`src/fcsm_host_defs.vh`:
```
// constants for the flash command host controller
// assumes a byte-wide asynchronous flash behind plain pins, 100 MHz core clock
//
// Overview of operation
// [RULE_01] flash refuses writes to protected sectors
// [RULE_02] all sectors start out unprotected
// [RULE_03] unlock cycles precede every program sequence
// [RULE_04] flash reads array data after power-up
// [RULE_05] flash ignores strobe glitches under 5 ns; the flash model has no glitch filter and takes any rising strobe
// [RULE_06] write needs chip-select, write low, output-enable high
// [RULE_07] no command accepted from power-up write
// [RULE_08] identification voltage on reset unprotects temporarily
// [RULE_09] bad sequence returns flash to array read
// [RULE_10] data latched on first rising strobe
// [RULE_11] address latched on later falling strobe; the flash model samples the address at the first rising strobe
// [RULE_12] erase suspend reads status in suspended sectors
// [RULE_13] host writes reset after limit flag or autoselect
// [RULE_14] reset command works at any address
// [RULE_15] reset aborts sequence before embedded operation
// [RULE_16] autoselect entered by two unlocks plus command
// [RULE_17] autoselect ids at low address 00, 01, 03
// [RULE_18] autoselect 02 with sector gives protection
// [RULE_19] program is four write cycles
// [RULE_20] embedded program times itself
// [RULE_21] flash returns to array read after program
// [RULE_22] polling and toggle bits show progress
// [RULE_23] commands during programming are discarded
// [RULE_24] program accepted at any address order
// [RULE_25] programming never turns zero into one
`ifndef FCSM_HOST_DEFS_VH
`define FCSM_HOST_DEFS_VH

// ****************************************
// register offsets of the host port
// ****************************************
`define FCSM_REG_CTRL      4'h0
`define FCSM_REG_ADDR      4'h1
`define FCSM_REG_DATA      4'h2
`define FCSM_REG_STATUS    4'h3
`define FCSM_REG_RDATA     4'h4

// ****************************************
// control register fields
// ****************************************
`define FCSM_CMD_READ      3'h1
`define FCSM_CMD_PROGRAM   3'h2
`define FCSM_CMD_AUTOSEL   3'h3
`define FCSM_CMD_RESET     3'h4
`define FCSM_CMD_ASREAD    3'h5

// ****************************************
// command bytes and unlock addresses
// ****************************************
`define FCSM_UNLOCK1_ADDR  17'h00555
`define FCSM_UNLOCK2_ADDR  17'h002aa
`define FCSM_UNLOCK1_DATA  8'haa
`define FCSM_UNLOCK2_DATA  8'h55
`define FCSM_PROG_DATA     8'ha0
`define FCSM_AUTOSEL_DATA  8'h90
`define FCSM_RESET_DATA    8'hf0

// ****************************************
// status bit positions
// ****************************************
`define FCSM_POLL_BIT      7
`define FCSM_TOGGLE_BIT    6
`define FCSM_LIMIT_BIT     5

// ****************************************
// timing: a strobe must be far longer than a glitch
// ****************************************
`define FCSM_GLITCH_NS     5
`define FCSM_CLK_NS        10
`define FCSM_STROBE_CYC    4'h4
`define FCSM_SETUP_CYC     4'h1
`define FCSM_READ_CYC      4'h8
`define FCSM_POLL_MAX      16'hffff

`endif

```
`src/fcsm_host.v`:
```
// flash command host controller: drives the flash pins from a register port
// assumes the flash pins are asynchronous to core_clk_in and the data bus is shared
//
// Decided for this implementation: the address-and-strobe port and the register offsets.
`timescale 1ns/10ps
`default_nettype none
`include "fcsm_host_defs.vh"

module fcsm_host
(
	input  wire        core_clk_in,    // core clock, 100 MHz
	input  wire        rst_in,         // synchronous reset, active high
	input  wire [3:0]  reg_addr_in,    // register index
	input  wire [31:0] reg_wdata_in,   // register write data
	input  wire        reg_wr_in,      // write strobe
	input  wire        reg_rd_in,      // read strobe
	output reg  [31:0] reg_rdata_out,  // read data, cycle after strobe
	output reg  [16:0] flash_addr_out, // flash address lines
	output reg  [7:0]  flash_dq_out,   // flash data out
	output reg         flash_dq_oe_out,// flash data drive enable
	input  wire [7:0]  flash_dq_in,    // flash data in
	output reg         flash_ce_n_out, // chip select, active low
	output reg         flash_oe_n_out, // output enable, active low
	output reg         flash_we_n_out, // write strobe, active low
	output reg         flash_reset_n_out, // hardware reset, active low
	output reg         busy_out        // operation in progress
);

	// ****************************************
	// states
	// ****************************************
	localparam [3:0] ST_IDLE   = 4'h0; // waiting for a command
	localparam [3:0] ST_WSETUP = 4'h1; // address up, strobes high
	localparam [3:0] ST_WLOW   = 4'h2; // write strobe low
	localparam [3:0] ST_WHOLD  = 4'h3; // strobes high, data held
	localparam [3:0] ST_RLOW   = 4'h4; // read strobe low
	localparam [3:0] ST_POLL   = 4'h5; // status poll read
	localparam [3:0] ST_NEXT   = 4'h6; // pick next write of sequence

	// ****************************************
	// registers
	// ****************************************
	reg [3:0]  state_q;        // sequencer state
	reg [3:0]  cnt_q;          // strobe width counter
	reg [2:0]  cmd_q;          // active command
	reg [1:0]  step_q;         // write index inside sequence
	reg [16:0] tgt_addr_q;     // software target address
	reg [7:0]  tgt_data_q;     // software program data
	reg [7:0]  rd_byte_q;      // last byte read
	reg        err_limit_q;    // limit flag seen
	reg        err_verify_q;   // readback mismatch
	reg        done_q;         // sticky completion
	reg        autosel_q;      // flash believed in autoselect
	reg [15:0] poll_cnt_q;     // poll timeout
	reg [7:0]  dq_s1_q;        // data sync stage one
	reg [7:0]  dq_s2_q;        // data sync stage two
	reg [7:0]  prev_q;         // previous poll byte
	reg        first_poll_q;   // first poll of this program

	wire       wr_start;       // software start of a command
	assign wr_start = reg_wr_in && (reg_addr_in == `FCSM_REG_CTRL) && !busy_out;

	// ****************************************
	// sequence table: address and data for each write
	// ****************************************
	reg [16:0] seq_addr;       // address of current write
	reg [7:0]  seq_data;       // data of current write
	reg        seq_last;       // this write ends the sequence
	always @*
	begin
		seq_addr = `FCSM_UNLOCK1_ADDR;
		seq_data = `FCSM_UNLOCK1_DATA;
		seq_last = 1'b0;
		case (step_q)
			2'h0:
			begin
				seq_addr = `FCSM_UNLOCK1_ADDR;   // [RULE_03] [RULE_16]
				seq_data = `FCSM_UNLOCK1_DATA;
				if (cmd_q == `FCSM_CMD_RESET)
				begin
					seq_addr = tgt_addr_q;       // [RULE_14] any address
					seq_data = `FCSM_RESET_DATA;
					seq_last = 1'b1;
				end
			end
			2'h1:
			begin
				seq_addr = `FCSM_UNLOCK2_ADDR;
				seq_data = `FCSM_UNLOCK2_DATA;
			end
			2'h2:
			begin
				seq_addr = `FCSM_UNLOCK1_ADDR;
				seq_data = (cmd_q == `FCSM_CMD_PROGRAM) ? `FCSM_PROG_DATA
				                                        : `FCSM_AUTOSEL_DATA;
				seq_last = (cmd_q != `FCSM_CMD_PROGRAM);
			end
			default:
			begin
				seq_addr = tgt_addr_q;           // [RULE_19] [RULE_24]
				seq_data = tgt_data_q;
				seq_last = 1'b1;
			end
		endcase
	end

	// ****************************************
	// data pins pass two flip-flops
	// ****************************************
	always @(posedge core_clk_in)
	begin
		if (rst_in)
		begin
			dq_s1_q <= 8'h00;
			dq_s2_q <= 8'h00;
		end
		else
		begin
			dq_s1_q <= flash_dq_in;
			dq_s2_q <= dq_s1_q;
		end
	end

	// ****************************************
	// main sequencer and pin drivers
	// ****************************************
	always @(posedge core_clk_in)
	begin
		if (rst_in)
		begin
			state_q           <= ST_IDLE;
			cnt_q             <= 4'h0;
			cmd_q             <= 3'h0;
			step_q            <= 2'h0;
			tgt_addr_q        <= 17'h00000;
			tgt_data_q        <= 8'h00;
			rd_byte_q         <= 8'h00;
			err_limit_q       <= 1'b0;
			err_verify_q      <= 1'b0;
			done_q            <= 1'b0;
			autosel_q         <= 1'b0;
			poll_cnt_q        <= 16'h0000;
			prev_q            <= 8'h00;
			first_poll_q      <= 1'b0;
			flash_addr_out    <= 17'h00000;
			flash_dq_out      <= 8'h00;
			flash_dq_oe_out   <= 1'b0;
			flash_ce_n_out    <= 1'b1;      // [RULE_07] strobes idle high
			flash_oe_n_out    <= 1'b1;
			flash_we_n_out    <= 1'b1;
			flash_reset_n_out <= 1'b1;
			busy_out          <= 1'b0;
		end
		else
		begin
			// software writes to address, data and status registers
			if (reg_wr_in && reg_addr_in == `FCSM_REG_ADDR && !busy_out)
				tgt_addr_q <= reg_wdata_in[16:0];
			if (reg_wr_in && reg_addr_in == `FCSM_REG_DATA && !busy_out)
				tgt_data_q <= reg_wdata_in[7:0];
			if (reg_wr_in && reg_addr_in == `FCSM_REG_STATUS)
			begin
				flash_reset_n_out <= ~reg_wdata_in[8];  // hardware reset pin
				if (reg_wdata_in[0])
					done_q <= 1'b0;
				if (reg_wdata_in[1])
					err_limit_q <= 1'b0;
				if (reg_wdata_in[2])
					err_verify_q <= 1'b0;
			end
			case (state_q)
				ST_IDLE:
				begin
					flash_ce_n_out  <= 1'b1;
					flash_oe_n_out  <= 1'b1;
					flash_we_n_out  <= 1'b1;
					flash_dq_oe_out <= 1'b0;
					if (wr_start)
					begin
						cmd_q    <= reg_wdata_in[2:0];
						step_q   <= 2'h0;
						busy_out <= 1'b1;
						cnt_q    <= 4'h0;
						if (reg_wdata_in[2:0] == `FCSM_CMD_READ ||
						    reg_wdata_in[2:0] == `FCSM_CMD_ASREAD)
						begin
							flash_addr_out <= tgt_addr_q; // [RULE_17] [RULE_18]
							state_q        <= ST_RLOW;
						end
						else if (reg_wdata_in[2:0] == `FCSM_CMD_PROGRAM ||
						         reg_wdata_in[2:0] == `FCSM_CMD_AUTOSEL ||
						         reg_wdata_in[2:0] == `FCSM_CMD_RESET)
							state_q <= ST_NEXT;
						else
							busy_out <= 1'b0;         // unknown command ignored
					end
				end
				ST_NEXT:
				begin
					flash_addr_out  <= seq_addr;
					flash_dq_out    <= seq_data;
					flash_dq_oe_out <= 1'b1;
					flash_oe_n_out  <= 1'b1;          // [RULE_06] oe high first
					cnt_q           <= 4'h0;
					state_q         <= ST_WSETUP;
				end
				ST_WSETUP:
				begin
					flash_ce_n_out <= 1'b0;           // [RULE_11] address stable before
					cnt_q          <= cnt_q + 4'h1;
					if (cnt_q >= `FCSM_SETUP_CYC)
					begin
						flash_we_n_out <= 1'b0;       // [RULE_06]
						cnt_q          <= 4'h0;
						state_q        <= ST_WLOW;
					end
				end
				ST_WLOW:
				begin
					cnt_q <= cnt_q + 4'h1;
					if (cnt_q >= `FCSM_STROBE_CYC)    // [RULE_05] far above glitch width
					begin
						flash_we_n_out <= 1'b1;       // [RULE_10] data held past rise
						cnt_q          <= 4'h0;
						state_q        <= ST_WHOLD;
					end
				end
				ST_WHOLD:
				begin
					flash_ce_n_out <= 1'b1;
					cnt_q          <= cnt_q + 4'h1;
					if (cnt_q >= `FCSM_SETUP_CYC)
					begin
						flash_dq_oe_out <= 1'b0;
						if (!seq_last)
						begin
							step_q  <= step_q + 2'h1;
							state_q <= ST_NEXT;
						end
						else if (cmd_q == `FCSM_CMD_PROGRAM)
						begin
							poll_cnt_q   <= 16'h0000;  // [RULE_20] device times itself
							first_poll_q <= 1'b1;
							cnt_q        <= 4'h0;
							state_q      <= ST_POLL;
						end
						else
						begin
							autosel_q <= (cmd_q == `FCSM_CMD_AUTOSEL); // [RULE_13]
							done_q    <= 1'b1;
							busy_out  <= 1'b0;
							state_q   <= ST_IDLE;
						end
					end
				end
				ST_RLOW, ST_POLL:
				begin
					flash_ce_n_out <= 1'b0;
					flash_oe_n_out <= 1'b0;
					cnt_q          <= cnt_q + 4'h1;
					if (cnt_q >= `FCSM_READ_CYC)
					begin
						flash_oe_n_out <= 1'b1;
						flash_ce_n_out <= 1'b1;
						cnt_q          <= 4'h0;
						rd_byte_q      <= dq_s2_q;
						if (state_q == ST_RLOW)
						begin
							done_q   <= 1'b1;
							busy_out <= 1'b0;
							state_q  <= ST_IDLE;
						end
						else
						begin
							// [RULE_22] done when the toggle bit stops; the polling bit is not checked
							prev_q       <= dq_s2_q;
							first_poll_q <= 1'b0;
							poll_cnt_q   <= poll_cnt_q + 16'h0001;
							if (!first_poll_q &&
							    dq_s2_q[`FCSM_TOGGLE_BIT] == prev_q[`FCSM_TOGGLE_BIT])
							begin
								// [RULE_21] [RULE_25] done: readback must equal data
								err_verify_q <= (dq_s2_q != tgt_data_q);
								done_q       <= 1'b1;
								busy_out     <= 1'b0;
								state_q      <= ST_IDLE;
							end
							// limit when two toggling reads both show it, or when poll_cnt_q reaches FCSM_POLL_MAX
							else if ((!first_poll_q && dq_s2_q[`FCSM_LIMIT_BIT] &&
							          prev_q[`FCSM_LIMIT_BIT]) ||
							         poll_cnt_q == `FCSM_POLL_MAX)
							begin
								// [RULE_13] flag high: clear with reset command
								err_limit_q <= 1'b1;
								cmd_q       <= `FCSM_CMD_RESET;
								step_q      <= 2'h0;
								state_q     <= ST_NEXT;
							end
						end
					end
				end
				default:
				begin
					state_q  <= ST_IDLE;
					busy_out <= 1'b0;
				end
			endcase
		end
	end

	// ****************************************
	// register read port, data one cycle later
	// ****************************************
	always @(posedge core_clk_in)
	begin
		if (rst_in)
			reg_rdata_out <= 32'h00000000;
		else if (reg_rd_in)
		begin
			case (reg_addr_in)
				`FCSM_REG_CTRL:   reg_rdata_out <= {29'h0, cmd_q};
				`FCSM_REG_ADDR:   reg_rdata_out <= {15'h0, tgt_addr_q};
				`FCSM_REG_DATA:   reg_rdata_out <= {24'h0, tgt_data_q};
				`FCSM_REG_STATUS: reg_rdata_out <= {23'h0, ~flash_reset_n_out, 3'h0,
				                                   autosel_q, busy_out, err_verify_q,
				                                   err_limit_q, done_q};
				`FCSM_REG_RDATA:  reg_rdata_out <= {24'h0, rd_byte_q};
				default:          reg_rdata_out <= 32'h00000000;
			endcase
		end
		else
			reg_rdata_out <= 32'h00000000;
	end

endmodule
`default_nettype wire

```
`config.mk`:
```
export PLATFORM = sky130hd
export DESIGN_NAME = fcsm_host
export DESIGN_NICKNAME = d
export VERILOG_FILES = /design/src/fcsm_host.v
export VERILOG_INCLUDE_DIRS = /design/src
export SDC_FILE = /design/constraint.sdc
export NUM_CORES = 1
export LEC_CHECK = 0
export BUFFER_PORTS_ARGS = -buffer_cell sky130_fd_sc_hd__buf_2
export CORE_MARGIN = 3
export CORE_UTILIZATION = 34
export CTS_CLUSTER_DIAMETER = 100
export DETAILED_ROUTE_END_ITERATION = 6
export PLACE_DENSITY = 0.66
export SLEW_MARGIN = 20
export SYNTH_ARGS = -nofsm -noshare
export SYNTH_HDL_FRONTEND = slang
export SYNTH_SLANG_ARGS = --single-unit
```
`constraint.sdc`:
```
create_clock -name core_clk_in -period 2.5 [get_ports core_clk_in]
set_input_delay 0.125 -clock core_clk_in [delete_from_list [all_inputs] [get_ports core_clk_in]]
set_output_delay 0.125 -clock core_clk_in [all_outputs]
set_load 0.02 [all_outputs]
```
# Word-level counts from Yosys, hierarchy flattened
# Cells that the tools add are included.
# word_totals
out_inout_bits	63
wordCells	219
input_bits	48
register_bits	153
# classes
add_sub_neg	3
reduce_logical	45
bitwise_logic	6
n_mux	97
order_cmp	3
eq_ne	40
# ops
op	n
17-bit one-hot mux with 5 select lines	1
16-bit 2-to-1 mux	5
4-bit 2-to-1 mux	17
17-bit 2-to-1 mux	3
17-bit one-hot mux with 3 select lines	1
4-bit one-hot mux with 6 select lines	2
1-bit 2-to-1 mux	39
17-bit one-hot mux with 2 select lines	1
16-bit one-hot mux with 2 select lines	1
2-bit != test, second input constant	13
8-bit one-hot mux with 3 select lines	1
3-bit 2-to-1 mux	7
16-bit by 1-bit adder with 16-bit output, second input constant	1
16-bit equality test, second input constant	1
4-bit by 2-bit equality test with 1-bit output, second input constant	4
4-bit by 3-bit equality test with 1-bit output, second input constant	4
2-bit 2-to-1 mux	7
7-bit AND reduction	2
3-bit by 2-bit equality test with 1-bit output, second input constant	4
1-bit one-hot mux with 3 select lines	4
6-bit AND reduction	2
3-bit nonzero test	4
1-bit logical AND	10
3-bit equality test, second input constant	3
33 further kinds	57

# Longest topological paths before layout
# Gate-level depths: netlist (run 1).
# depth
depth_word	9
depth_mapped	8
ltp_nobuf	7

# Worst setup path before layout (run 1)
# No wires, ideal clock.
# synth_timing
path_kind	flip-flop to flip-flop
start	register step_q[0]
end	register poll_cnt_q[1]
n_path_buf	1
required_ps	2372
period_less_slack_ps	2049
setup_time_ps	128
stages_incl_launch_ff	9
path_slack_ps	451
arrival_time_ps	1922
cell_sequence	dfxtp_1 -> inv_1 -> ha_1 -> and4bb_2 -> a211o_1 -> a21oi_2 -> buf_2 -> mux2i_1 -> nor2_1
# synth_via
elab_chain_cells	4
elab_cells_between_ends	6
classes_between	eq/ne: 3; mux: 1; reduce/logical: 2
# synth_lines
item	line_no	rtl
start, declared	fcsm_host.v:46	reg [1:0] step_q;
start signal, assigned	fcsm_host.v:237	step_q <= step_q + 2'h1;
2-bit equality test, or another cell as far along	fcsm_host.v:74	case (step_q)
1-bit one-hot mux with 3 select lines *	fcsm_host.v:74	
2-bit != test (no source line) *	--	
6-bit AND reduction (no source line) *	--	
end signal, assigned	fcsm_host.v:278	poll_cnt_q <= poll_cnt_q + 16'h0001;
end, declared	fcsm_host.v:54	reg [15:0] poll_cnt_q;
# Mark *: on every way between the ends. The rest lies on a longest branch, timed or not.
# A chain may end at the register's enable or synchronous reset.

# Worst setup path after layout (run 1)
# layout_timing
start	register cnt_q[1]
end	register poll_cnt_q[1]
# layout_via
elab_chain_cells	3
elab_cells_between_ends	5
classes_between	order compare: 2; eq/ne: 2; reduce/logical: 1
# layout_lines
item	line_no	rtl
start, declared	fcsm_host.v:44	reg [3:0] cnt_q;
start signal, assigned	fcsm_host.v:210	cnt_q <= cnt_q + 4'h1;
start signal, assigned	fcsm_host.v:220	cnt_q <= cnt_q + 4'h1;
start signal, assigned	fcsm_host.v:231	cnt_q <= cnt_q + 4'h1;
4-bit greater-or-equal comparator (no source line) / 4-bit by 1-bit greater-or-equal comparator with 1-bit output (equally long branches)	--	
2-bit != test (no source line)	--	
6-bit AND reduction (no source line) *	--	
# Marks and branches as above.

==> results of run 1 <==
==> cell families after synthesis <==
family                   share of synthesized area (%)
AND/OR/NAND/NOR                                   23.4
AO/OA/AOI/OAI                                     19.3
flip-flops                                        46.0
buffers and inverters                             5.69
XOR/XNOR                                          1.68
multiplexers                                      1.92
adder cells (fa/ha/maj)                           1.96
other                                           0.0653
==> final timing paths <==
check | from | end | slack [ps] | cells past startpoint
hold / removal | reg_wdata_in[2] | tgt_addr_q[2] | 40 | 3
setup / recovery | cnt_q[1] | poll_cnt_q[1] | 210 | 8
setup reg to reg | cnt_q[1] | poll_cnt_q[1] | 210 | 8
hold reg to reg | dq_s1_q[4] | dq_s2_q[4] | 430 | 1
==> cells in the mapped netlist (2+ instances only) <==
cell type and count:
dfxtp_1 132, nand2_1 86, a21oi_1 70, nor2_1 42, clkbuf_1 35, o21ai_0 27, nand3_1 23, nor2b_1 21
a22oi_1 16, buf_4 15, inv_1 14, mux2i_1 11, xor2_1 11, a222oi_1 10, and2_1 10, or3_1 10
ha_1 9, nand4_1 8, nor3_1 8, o31ai_1 8, or4_1 8, nand3b_1 7, o211ai_1 7, a211oi_1 6
a31oi_1 6, nor4_1 4, a311oi_1 3, and3_1 3, and3b_1 3, buf_2 3, nand4b_1 3, nor4b_2 3
a211o_1 2, a21o_1 2, a221oi_1 2, and4_1 2, nand2b_1 2, nor4b_1 2, o31a_1 2, o32ai_1 2
==> cell type report <==
type	instances	area share, %
clock buffers	20	6.48
flip-flops and latches	132	36.7
well taps	216	3.75
multi-input cells	475	39.3
repair buffers	124	10.9
inverters	14	0.729
diodes	1	0.0347
clock inverters	11	2.08
==> critical path: cells and delay by family (launching register included) <==
kind / cells / cell delay (ps)
buf+inv: 2 / 320
mux: 1 / 200
simple gates: 3 / 840
flops: 1 / 400
fa+ha+maj: 1 / 220
compound gates: 1 / 170
==> timing repair <==
| action | 4_1_cts | 5_1_grt |
|---|---|---|
| hold buffers | 23 | 0 |
| hold endpoints to repair | 30 | 0 |
| gates resized for setup | 0 | 1 |
| endpoints found under the setup margin | 0 | 2 |
==> through the flow <==
| step | hold slack (ps) | total power [uW] | utilization, % |
|---|---|---|---|
| floorplan | 253 | 2980 | - |
| global placement | 342 | 3260 | 39.2 |
| detailed placement | 337 | 3270 | 39.2 |
| CTS | 22.2 | 5880 | 44.4 |
| global route | 36.2 | 6090 | 44.4 |
| finish | 41.6 | 5840 | 44.4 |
==> power breakdown <==
part	total, uW	internal, uW	switching [uW]
registers	2310	2200	109
clock network	2570	1640	925
logic	963	379	584
total	5840	4220	1620
==> routing by layer <==
layer	vias up	global-route usage, %	routed length, microns
met3	26	3.48	1010
met2	176	25.0	7000
met5	-	0	0
met4	0	7.22	408
met1	2423	23.0	7030
li1	2564	-	-
==> sequential cells by signal, indices dropped and copies added (netlist names), 2 cells and up <==
signal	count
flash_addr_out	17
reg_rdata_out	17
tgt_addr_q	17
poll_cnt_q	16
dq_s1_q	8
dq_s2_q	8
flash_dq_out	8
rd_byte_q	8
tgt_data_q	8
cnt_q	4
cmd_q	3
state_q	3
prev_q	2
step_q	2
==> flow_summary.json, run 1 <==
{
  "synth_async_sr_flop_share_pct": 0,
  "worstSetupStartpointType": "register",
  "min_path_type": "in -> reg",
  "top_level_ports": 111,
  "clk_pin_slew_worst_paths_ps": 60,
  "synth_flop_cell": "dfxtp_1",
  "slowest_stage": "nor4b_2",
  "ir_drop_mv": 0.566,
  "post-synth-top-area-cell": "dfxtp_1",
  "placed_area_sq_mm": 0.00635,
  "cts_buffers": 17,
  "synth_cell_types": 64,
  "setup_tns_ps": 0,
  "drt_pre_antenna_iters": 7,
  "ys_top_cells_by_area": "dfxtp_1, a21oi_1, nand2_1, nor2_1, o21ai_0",
  "io_buffers": 80,
  "nNetsFinal": 821,
  "synth_area_per_cell_sq_um": 8.67,
  "syn_area_sq_mm": 0.00574,
  "synth-edff-count": 0,
  "yosysSeqAreaShare_pct": 46.0,
  "viasPerCell": 5.23,
  "criticalPathCategory": "reg -> reg",
  "fp.dieW_microns": 136,
  "layout_setup_ws_ps": 214,
  "grt_first_pass_wirelength_microns": 24400,
  "route.detailed.drc": 0,
  "placed_cells": 938,
  "drtIter0Drc": 492,
  "setup_viol": 0,
  "synth_cells": 662,
  "finalCriticalPeriod_ps": 2290,
  "vias": 5189,
  "cts_max_level": 4,
  "rsz0062_at_grt": "no",
  "final_hold_viol_count": 0,
  "layout_commonest_cell": "dfxtp_1",
  "slowest_delay_ps": 660,
  "fp.dieH_microns": 136,
  "grt_pass1_vias": 4760,
  "pre_cts_slack_ps": 203,
  "cts_setup_buffers": 0,
  "clockBufferDepth": 2,
  "leakagePower_uw": 0.00284,
  "ys_warn_count": 0,
  "fp.coreArea_sq_mm": 0.0162,
  "fmax_ghz": 0.437,
  "finalClockSkew_ps": 7.18,
  "worstSkewPairLatency_ps": 420,
  "rows": 46,
  "ys_seq_elements": 132,
  "grt_max_degree": 87,
  "outcome": "completed",
  "dieArea_sq_mm": 0.0185,
  "hpwl_microns": 10700,
  "crit_required_ps": 2790,
  "gp_congestion": 0.859,
  "final_cell_mix": "dfxtp_1, nand2_1, buf_2",
  "fin_area_sq_mm": 0.00721,
  "start_util_pct": 35.4,
  "power_density_mw_per_mm2": 810,
  "slew_violations": 0,
  "min_period_over_period_pct": 91.5,
  "routed_wl_microns": 15500,
  "root_buffer": "clkbuf_16",
  "grtUsageTotal_pct": 16.6,
  "relSlewSlack_pct": 38.7,
  "grt-ovfl-total": 0,
  "antenna_left": 0,
  "setup.worst_path.end_class": "register",
  "multi_input_area_sq_mm": 0.00283,
  "layout.cells.non_filler": 993,
  "worstPathArrival_ps": 2570,
  "synth_top_area_share_pct": 46.0,
  "worst_pin_slew_ps": 920,
  "final_layout_size_suffix_gt1_share_pct": 18.7,
  "num-fill-cells": 1581,
  "cp_cell_sequence": "inv_1 -> ha_1 -> nor4b_2 -> nor3_2 -> a21oi_2 -> buf_4 -> mux2i_1 -> nor2_1",
  "grt_antenna_before_repair": 1,
  "cap_violations": 0,
  "cts.sinks": 132,
  "wl_per_cell_microns": 15.6,
  "cp_max_fo": 18,
  "final-seq-area_sq_mm": 0.00264,
  "cts_tree": "built",
  "area_growth_pct": 25.5
}
Note: power is estimated with default switching activity, not from simulation.
==> inputs of run 2 (changes only) <==
--- a/config.mk
+++ b/config.mk
@@ -11,6 +11,7 @@
 export CORE_UTILIZATION = 34
 export CTS_CLUSTER_DIAMETER = 100
 export DETAILED_ROUTE_END_ITERATION = 6
+export GPL_TIMING_DRIVEN = 0
 export PLACE_DENSITY = 0.66
 export SLEW_MARGIN = 20
 export SYNTH_ARGS = -nofsm -noshare
==> run 2 against run 1 <==
Compared with the run above: die area did not move; flip-flop and latch count unchanged; first-iteration DRC count up 31%; cell area rose by 1.4%; setup slack worse by 73 ps.
==> flow_summary.json, run 2 (same netlist as run 1, synthesis figures left out) <==
{
  "worst_pin_slew_ps": 796,
  "vias": 5467,
  "cts.sinks": 132,
  "worstSetupStartpointType": "register",
  "io_buffers": 77,
  "fp.coreArea_sq_mm": 0.0162,
  "r2r_start": "step_q[0]",
  "leakagePower_uw": 0.00288,
  "nNetsFinal": 852,
  "num-fill-cells": 1595,
  "start_util_pct": 35.4,
  "criticalPathCategory": "reg -> reg",
  "postLayoutCoreUtil_pct": 45.0,
  "slowest_delay_ps": 500,
  "root_buffer": "clkbuf_16",
  "cp_num_buf_inv": 2,
  "ir_drop_mv": 0.500,
  "route.detailed.drc": 0,
  "slew_violations": 0,
  "grt_max_degree": 17,
  "fmax_ghz": 0.424,
  "grt-ovfl-total": 0,
  "outcome": "completed",
  "slowest_stage": "or4_1",
  "cts_max_level": 4,
  "fp.dieH_microns": 136,
  "clockBufferDepth": 2,
  "cts_tree": "built",
  "grtUsageTotal_pct": 18.0,
  "top_level_ports": 111,
  "clk_pin_slew_worst_paths_ps": 60,
  "fp.dieW_microns": 136,
  "worstSkewPairLatency_ps": 420,
  "crit_required_ps": 2850,
  "grt_antenna_before_repair": 0,
  "final_hold_viol_count": 0,
  "final_layout_size_suffix_gt1_share_pct": 17.5,
  "worstPathArrival_ps": 2710,
  "drt_pre_antenna_iters": 6,
  "rsz0062_at_grt": "no",
  "routed_wl_microns": 16900,
  "insertedDiodeCount": 0,
  "final_cell_mix": "dfxtp_1, nand2_1, buf_2",
  "drtIter0Drc": 645,
  "finalClockSkew_ps": 7.49,
  "layout_commonest_cell": "dfxtp_1",
  "cap_violations": 0,
  "min_path_type": "in -> reg",
  "setup.worst_path.end_class": "register",
  "rows": 46,
  "hpwl_microns": 11900,
  "min_period_over_period_pct": 94.4,
  "largest_registers": "flash_addr_out (17), reg_rdata_out (17), tgt_addr_q (17)",
  "whs_ps": 36.0,
  "wl_per_cell_microns": 16.5,
  "power_density_mw_per_mm2": 792,
  "relSlewSlack_pct": 46.8,
  "finalCriticalPeriod_ps": 2360,
  "crit_start": "step_q[0]",
  "cp_top_family": "simple AND/OR/NAND/NOR gates",
  "cts_buffers": 17,
  "cp_cell_sequence": "inv_1 -> ha_1 -> and4bb_2 -> a211o_1 -> a21oi_4 -> buf_4 -> or4_1 -> a21oi_1",
  "min_from": "reg_wdata_in[2]",
  "grt_first_pass_wirelength_microns": 26000,
  "area_growth_pct": 27.3,
  "viasPerCell": 5.34,
  "dieArea_sq_mm": 0.0185,
  "setup_viol": 0,
  "antenna_left": 0,
  "gp_congestion": 0.881,
  "grt_pass1_vias": 4857,
  "cp_max_fo": 9
}
==> run 2: per-layer routing <==
layer	share of wire [%]	global-route usage (%)	up-vias
met2	45	27.3	222
met3	7.2	4.11	32
met5	0	0	-
met4	2.4	7.17	0
met1	45	24.8	2587
li1	-	-	2626
==> run 2: power breakdown <==
group / leakage [uW] / switching [uW] / internal (uW)
registers: 0.00107 / 67.3 / 2200
logic: 0.00153 / 666 / 370
clock network: 0.000283 / 937 / 1550
total: 0.00288 / 1670 / 4110
==> run 2: worst paths after layout <==
path,endpoint,slack [ps],depth (start not counted)
worst min-delay path,tgt_addr_q[2],40,3
worst max-delay path,poll_cnt_q[13],140,8
worst max register to register,poll_cnt_q[13],140,8
worst min register to register,dq_s2_q[4],430,1
==> run 2: per-stage QoR <==
| stage | area, sq um | power [uW] | instances | TNS (ps) | setup slack, ps |
|---|---|---|---|---|---|
| floorplan | 5790 | 2980 | 676 | 0 | 451 |
| global placement | 6450 | 3250 | 969 | -22.3 | -22.3 |
| detailed placement | 6460 | 3260 | 969 | -96.4 | -68.7 |
| CTS | 7300 | 5780 | 1023 | 0 | 103 |
| global route | 7310 | 6000 | 1023 | 0 | 23.5 |
| finish | 7310 | 5780 | 1023 | 0 | 140 |
==> run 2: tightest hold or removal path, cell delays in order <==
cell and delay (ps):
buf_2 150, nand2_1 80, a21oi_1 50
==> run 2: final cells by class <==
cell class / count / area (sq um) / area share [%]
multi-input cells: 475 / 2850 / 39.0
repair buffers: 101 / 623 / 8.53
flip-flops and latches: 132 / 2640 / 36.2
well taps: 216 / 270 / 3.70
clock buffers: 21 / 470 / 6.44
clock inverters: 10 / 123 / 1.68
plain buffers: 54 / 274 / 3.75
inverters: 14 / 52.6 / 0.719
==> run 2: timing repair <==
| action | CTS | global route |
|---|---|---|
| resized for setup | 2 | 4 |
| hold buffers | 23 | 0 |
| endpoints found under the setup margin | 4 | 12 |
| pin swaps | 0 | 1 |
| buffers inserted | 0 | 1 |
| endpoints found under the hold margin | 30 | 0 |
| gates cloned | 0 | 0 |
==> inputs of run 3 (changes only) <==
--- a/config.mk
+++ b/config.mk
@@ -8,11 +8,11 @@
 export LEC_CHECK = 0
 export BUFFER_PORTS_ARGS = -buffer_cell sky130_fd_sc_hd__buf_2
 export CORE_MARGIN = 3
-export CORE_UTILIZATION = 34
+export CORE_UTILIZATION = 35
 export CTS_CLUSTER_DIAMETER = 100
 export DETAILED_ROUTE_END_ITERATION = 6
 export GPL_TIMING_DRIVEN = 0
-export PLACE_DENSITY = 0.66
+export PLACE_DENSITY = 0.67
 export SLEW_MARGIN = 20
 export SYNTH_ARGS = -nofsm -noshare
 export SYNTH_HDL_FRONTEND = slang
==> run 3 against run 2 <==
Compared with the run above: critical path depth unchanged; register-to-register slack about the same; via count decreased by 1.8%; worst hold slack got worse by 15 ps; sequential power about the same; critical endpoint unchanged; die area decreased by 2.7%; combinational power about the same; routed wire length decreased by 2.7%; clock power decreased by 12%; power decreased by 5.2%; cell count unchanged; count of clock-buffer cells in the layout decreased by 3.
==> flow_summary.json, run 3 (same netlist as run 1, synthesis figures left out) <==
{
  "drtIter0Drc": 516,
  "nNetsFinal": 853,
  "num-fill-cells": 1561,
  "finalCriticalPeriod_ps": 2360,
  "fp.coreArea_sq_mm": 0.0159,
  "outcome": "completed",
  "power_uw": 5480,
  "setup_viol": 0,
  "clk_pin_slew_worst_paths_ps": 60,
  "root_buffer": "clkbuf_16",
  "drt_pre_antenna_iters": 6,
  "postLayoutCoreUtil_pct": 45.4,
  "criticalPathCategory": "reg -> reg",
  "finalClockSkew_ps": 9.80,
  "cp_cell_sequence": "inv_1 -> ha_1 -> and4bb_2 -> a211o_1 -> a21oi_4 -> buf_4 -> or4_1 -> a21oi_1",
  "worstSkewPairLatency_ps": 420,
  "slew_violations": 0,
  "io_buffers": 77,
  "min_path_type": "in -> reg",
  "cts.sinks": 132,
  "dieArea_sq_mm": 0.0180,
  "fp.dieW_microns": 134,
  "cts_max_level": 4,
  "rsz0062_at_grt": "no",
  "grt_first_pass_wirelength_microns": 26100,
  "setup.worst_path.end_class": "register",
  "routed_wl_microns": 16400,
  "vias": 5369,
  "cp_max_fo": 9,
  "slowest_delay_ps": 500,
  "hpwl_microns": 11900,
  "clockBufferDepth": 2,
  "antenna_left": 0,
  "pre_cts_slack_ps": -12.0,
  "cts_tree": "built",
  "slowest_stage": "or4_1",
  "worst_pin_slew_ps": 711,
  "final_hold_viol_count": 0,
  "start_util_pct": 36.0,
  "wl_met2_microns": 7300,
  "fp.dieH_microns": 134,
  "crit_required_ps": 2850,
  "relSlewSlack_pct": 52.6,
  "leakagePower_uw": 0.00285,
  "largest_registers": "flash_addr_out (17), reg_rdata_out (17), tgt_addr_q (17)",
  "cp_top_family": "simple AND/OR/NAND/NOR gates",
  "area_growth_pct": 26.2,
  "final_cell_mix": "dfxtp_1, nand2_1, buf_2",
  "layout_commonest_cell": "dfxtp_1",
  "viasPerCell": 5.25,
  "grtUsageTotal_pct": 18.1,
  "final_layout_size_suffix_gt1_share_pct": 17.7,
  "min_period_over_period_pct": 94.6,
  "gp_congestion": 0.887,
  "route.detailed.drc": 0,
  "cts_buffers": 17,
  "cap_violations": 0,
  "grt_max_degree": 17,
  "fmax_ghz": 0.423,
  "worstSetupStartpointType": "register",
  "cp_num_buf_inv": 2,
  "grt-ovfl-total": 0,
  "rows": 46,
  "highest_layer": "met5",
  "grt_pass1_vias": 4951,
  "worstPathArrival_ps": 2710,
  "top_level_ports": 111,
  "wl_per_cell_microns": 16.0,
  "insertedDiodeCount": 0,
  "wl_met1_microns": 7210,
  "layout_setup_ws_ps": 136,
  "wl_met3_microns": 1480,
  "grt_antenna_before_repair": 3,
  "power_density_mw_per_mm2": 757,
  "ir_drop_mv": 0.443
}
## run 3: changes by cell type in the layout (fill, tap and decap cells not counted), sizes merged, moves of 2 or more
cell | before | now
clkbuf | 56 | 54
bufinv | 2 | 0
clkinv | 2 | 7
inv | 17 | 15
## run 3: routing by layer
layer  vias to the layer above  track usage [%]
met4                         6             6.73
met5                         -                0
li1                       2624                -
met3                        32             5.33
met2                       207             27.3
met1                      2500             24.7
## run 3: cell type report
| cell class | instances | area (sq um) | share of cell area [%] |
|---|---|---|---|
| Inverter | 14 | 52.6 | 0.725 |
| Tap cell | 216 | 270 | 3.73 |
| Sequential cell | 132 | 2640 | 36.5 |
| Clock inverter | 12 | 85.1 | 1.17 |
| Multi-Input combinational cell | 475 | 2860 | 39.4 |
| Clock buffer | 18 | 439 | 6.06 |
| Timing Repair Buffer | 101 | 621 | 8.57 |
| Buffer | 55 | 278 | 3.83 |
## run 3: metrics by stage
stage / instances / hold slack (ps) / setup TNS (ps) / cell area [sq um]
2_1_floorplan: 676 / 253 / 0 / 5790
3_3_place_gp: 969 / 339 / -6.04 / 6450
3_5_place_dp: 969 / 349 / -12.0 / 6450
4_1_cts: 1021 / 15.3 / 0 / 7210
5_1_grt: 1023 / 24.1 / 0 / 7250
6_report: 1023 / 20.6 / 0 / 7250
## run 3: what timing repair did
action                                  in CTS  in global routing
pin swaps                                    0                  1
hold buffers                                22                  0
hold endpoints to repair                    28                  0
endpoints found under the setup margin       1                 10
gates resized for setup                      2                  5
buffers inserted                             0                  2
## run 3: worst min-delay path, delay by kind of cell
kind | cells | cell delay [ps]
buf+inv | 1 | 130
compound gates | 1 | 60
simple gates | 1 | 70
## run 3: final timing paths
check / startpoint / to / slack [ps] / cells after the start
max: step_q[0] / poll_cnt_q[13] / 140 / 8
min: reg_wdata_in[4] / tgt_data_q[4] / 20 / 3
max reg2reg: step_q[0] / poll_cnt_q[13] / 140 / 8
min reg2reg: dq_s1_q[4] / dq_s2_q[4] / 430 / 1
## run 3: power by group
group          switching (uW)  leakage [uW]  internal [uW]
registers                64.8       0.00107           2200
clock network             918      0.000250           1280
logic                     660       0.00153            367
total                    1640       0.00285           3840
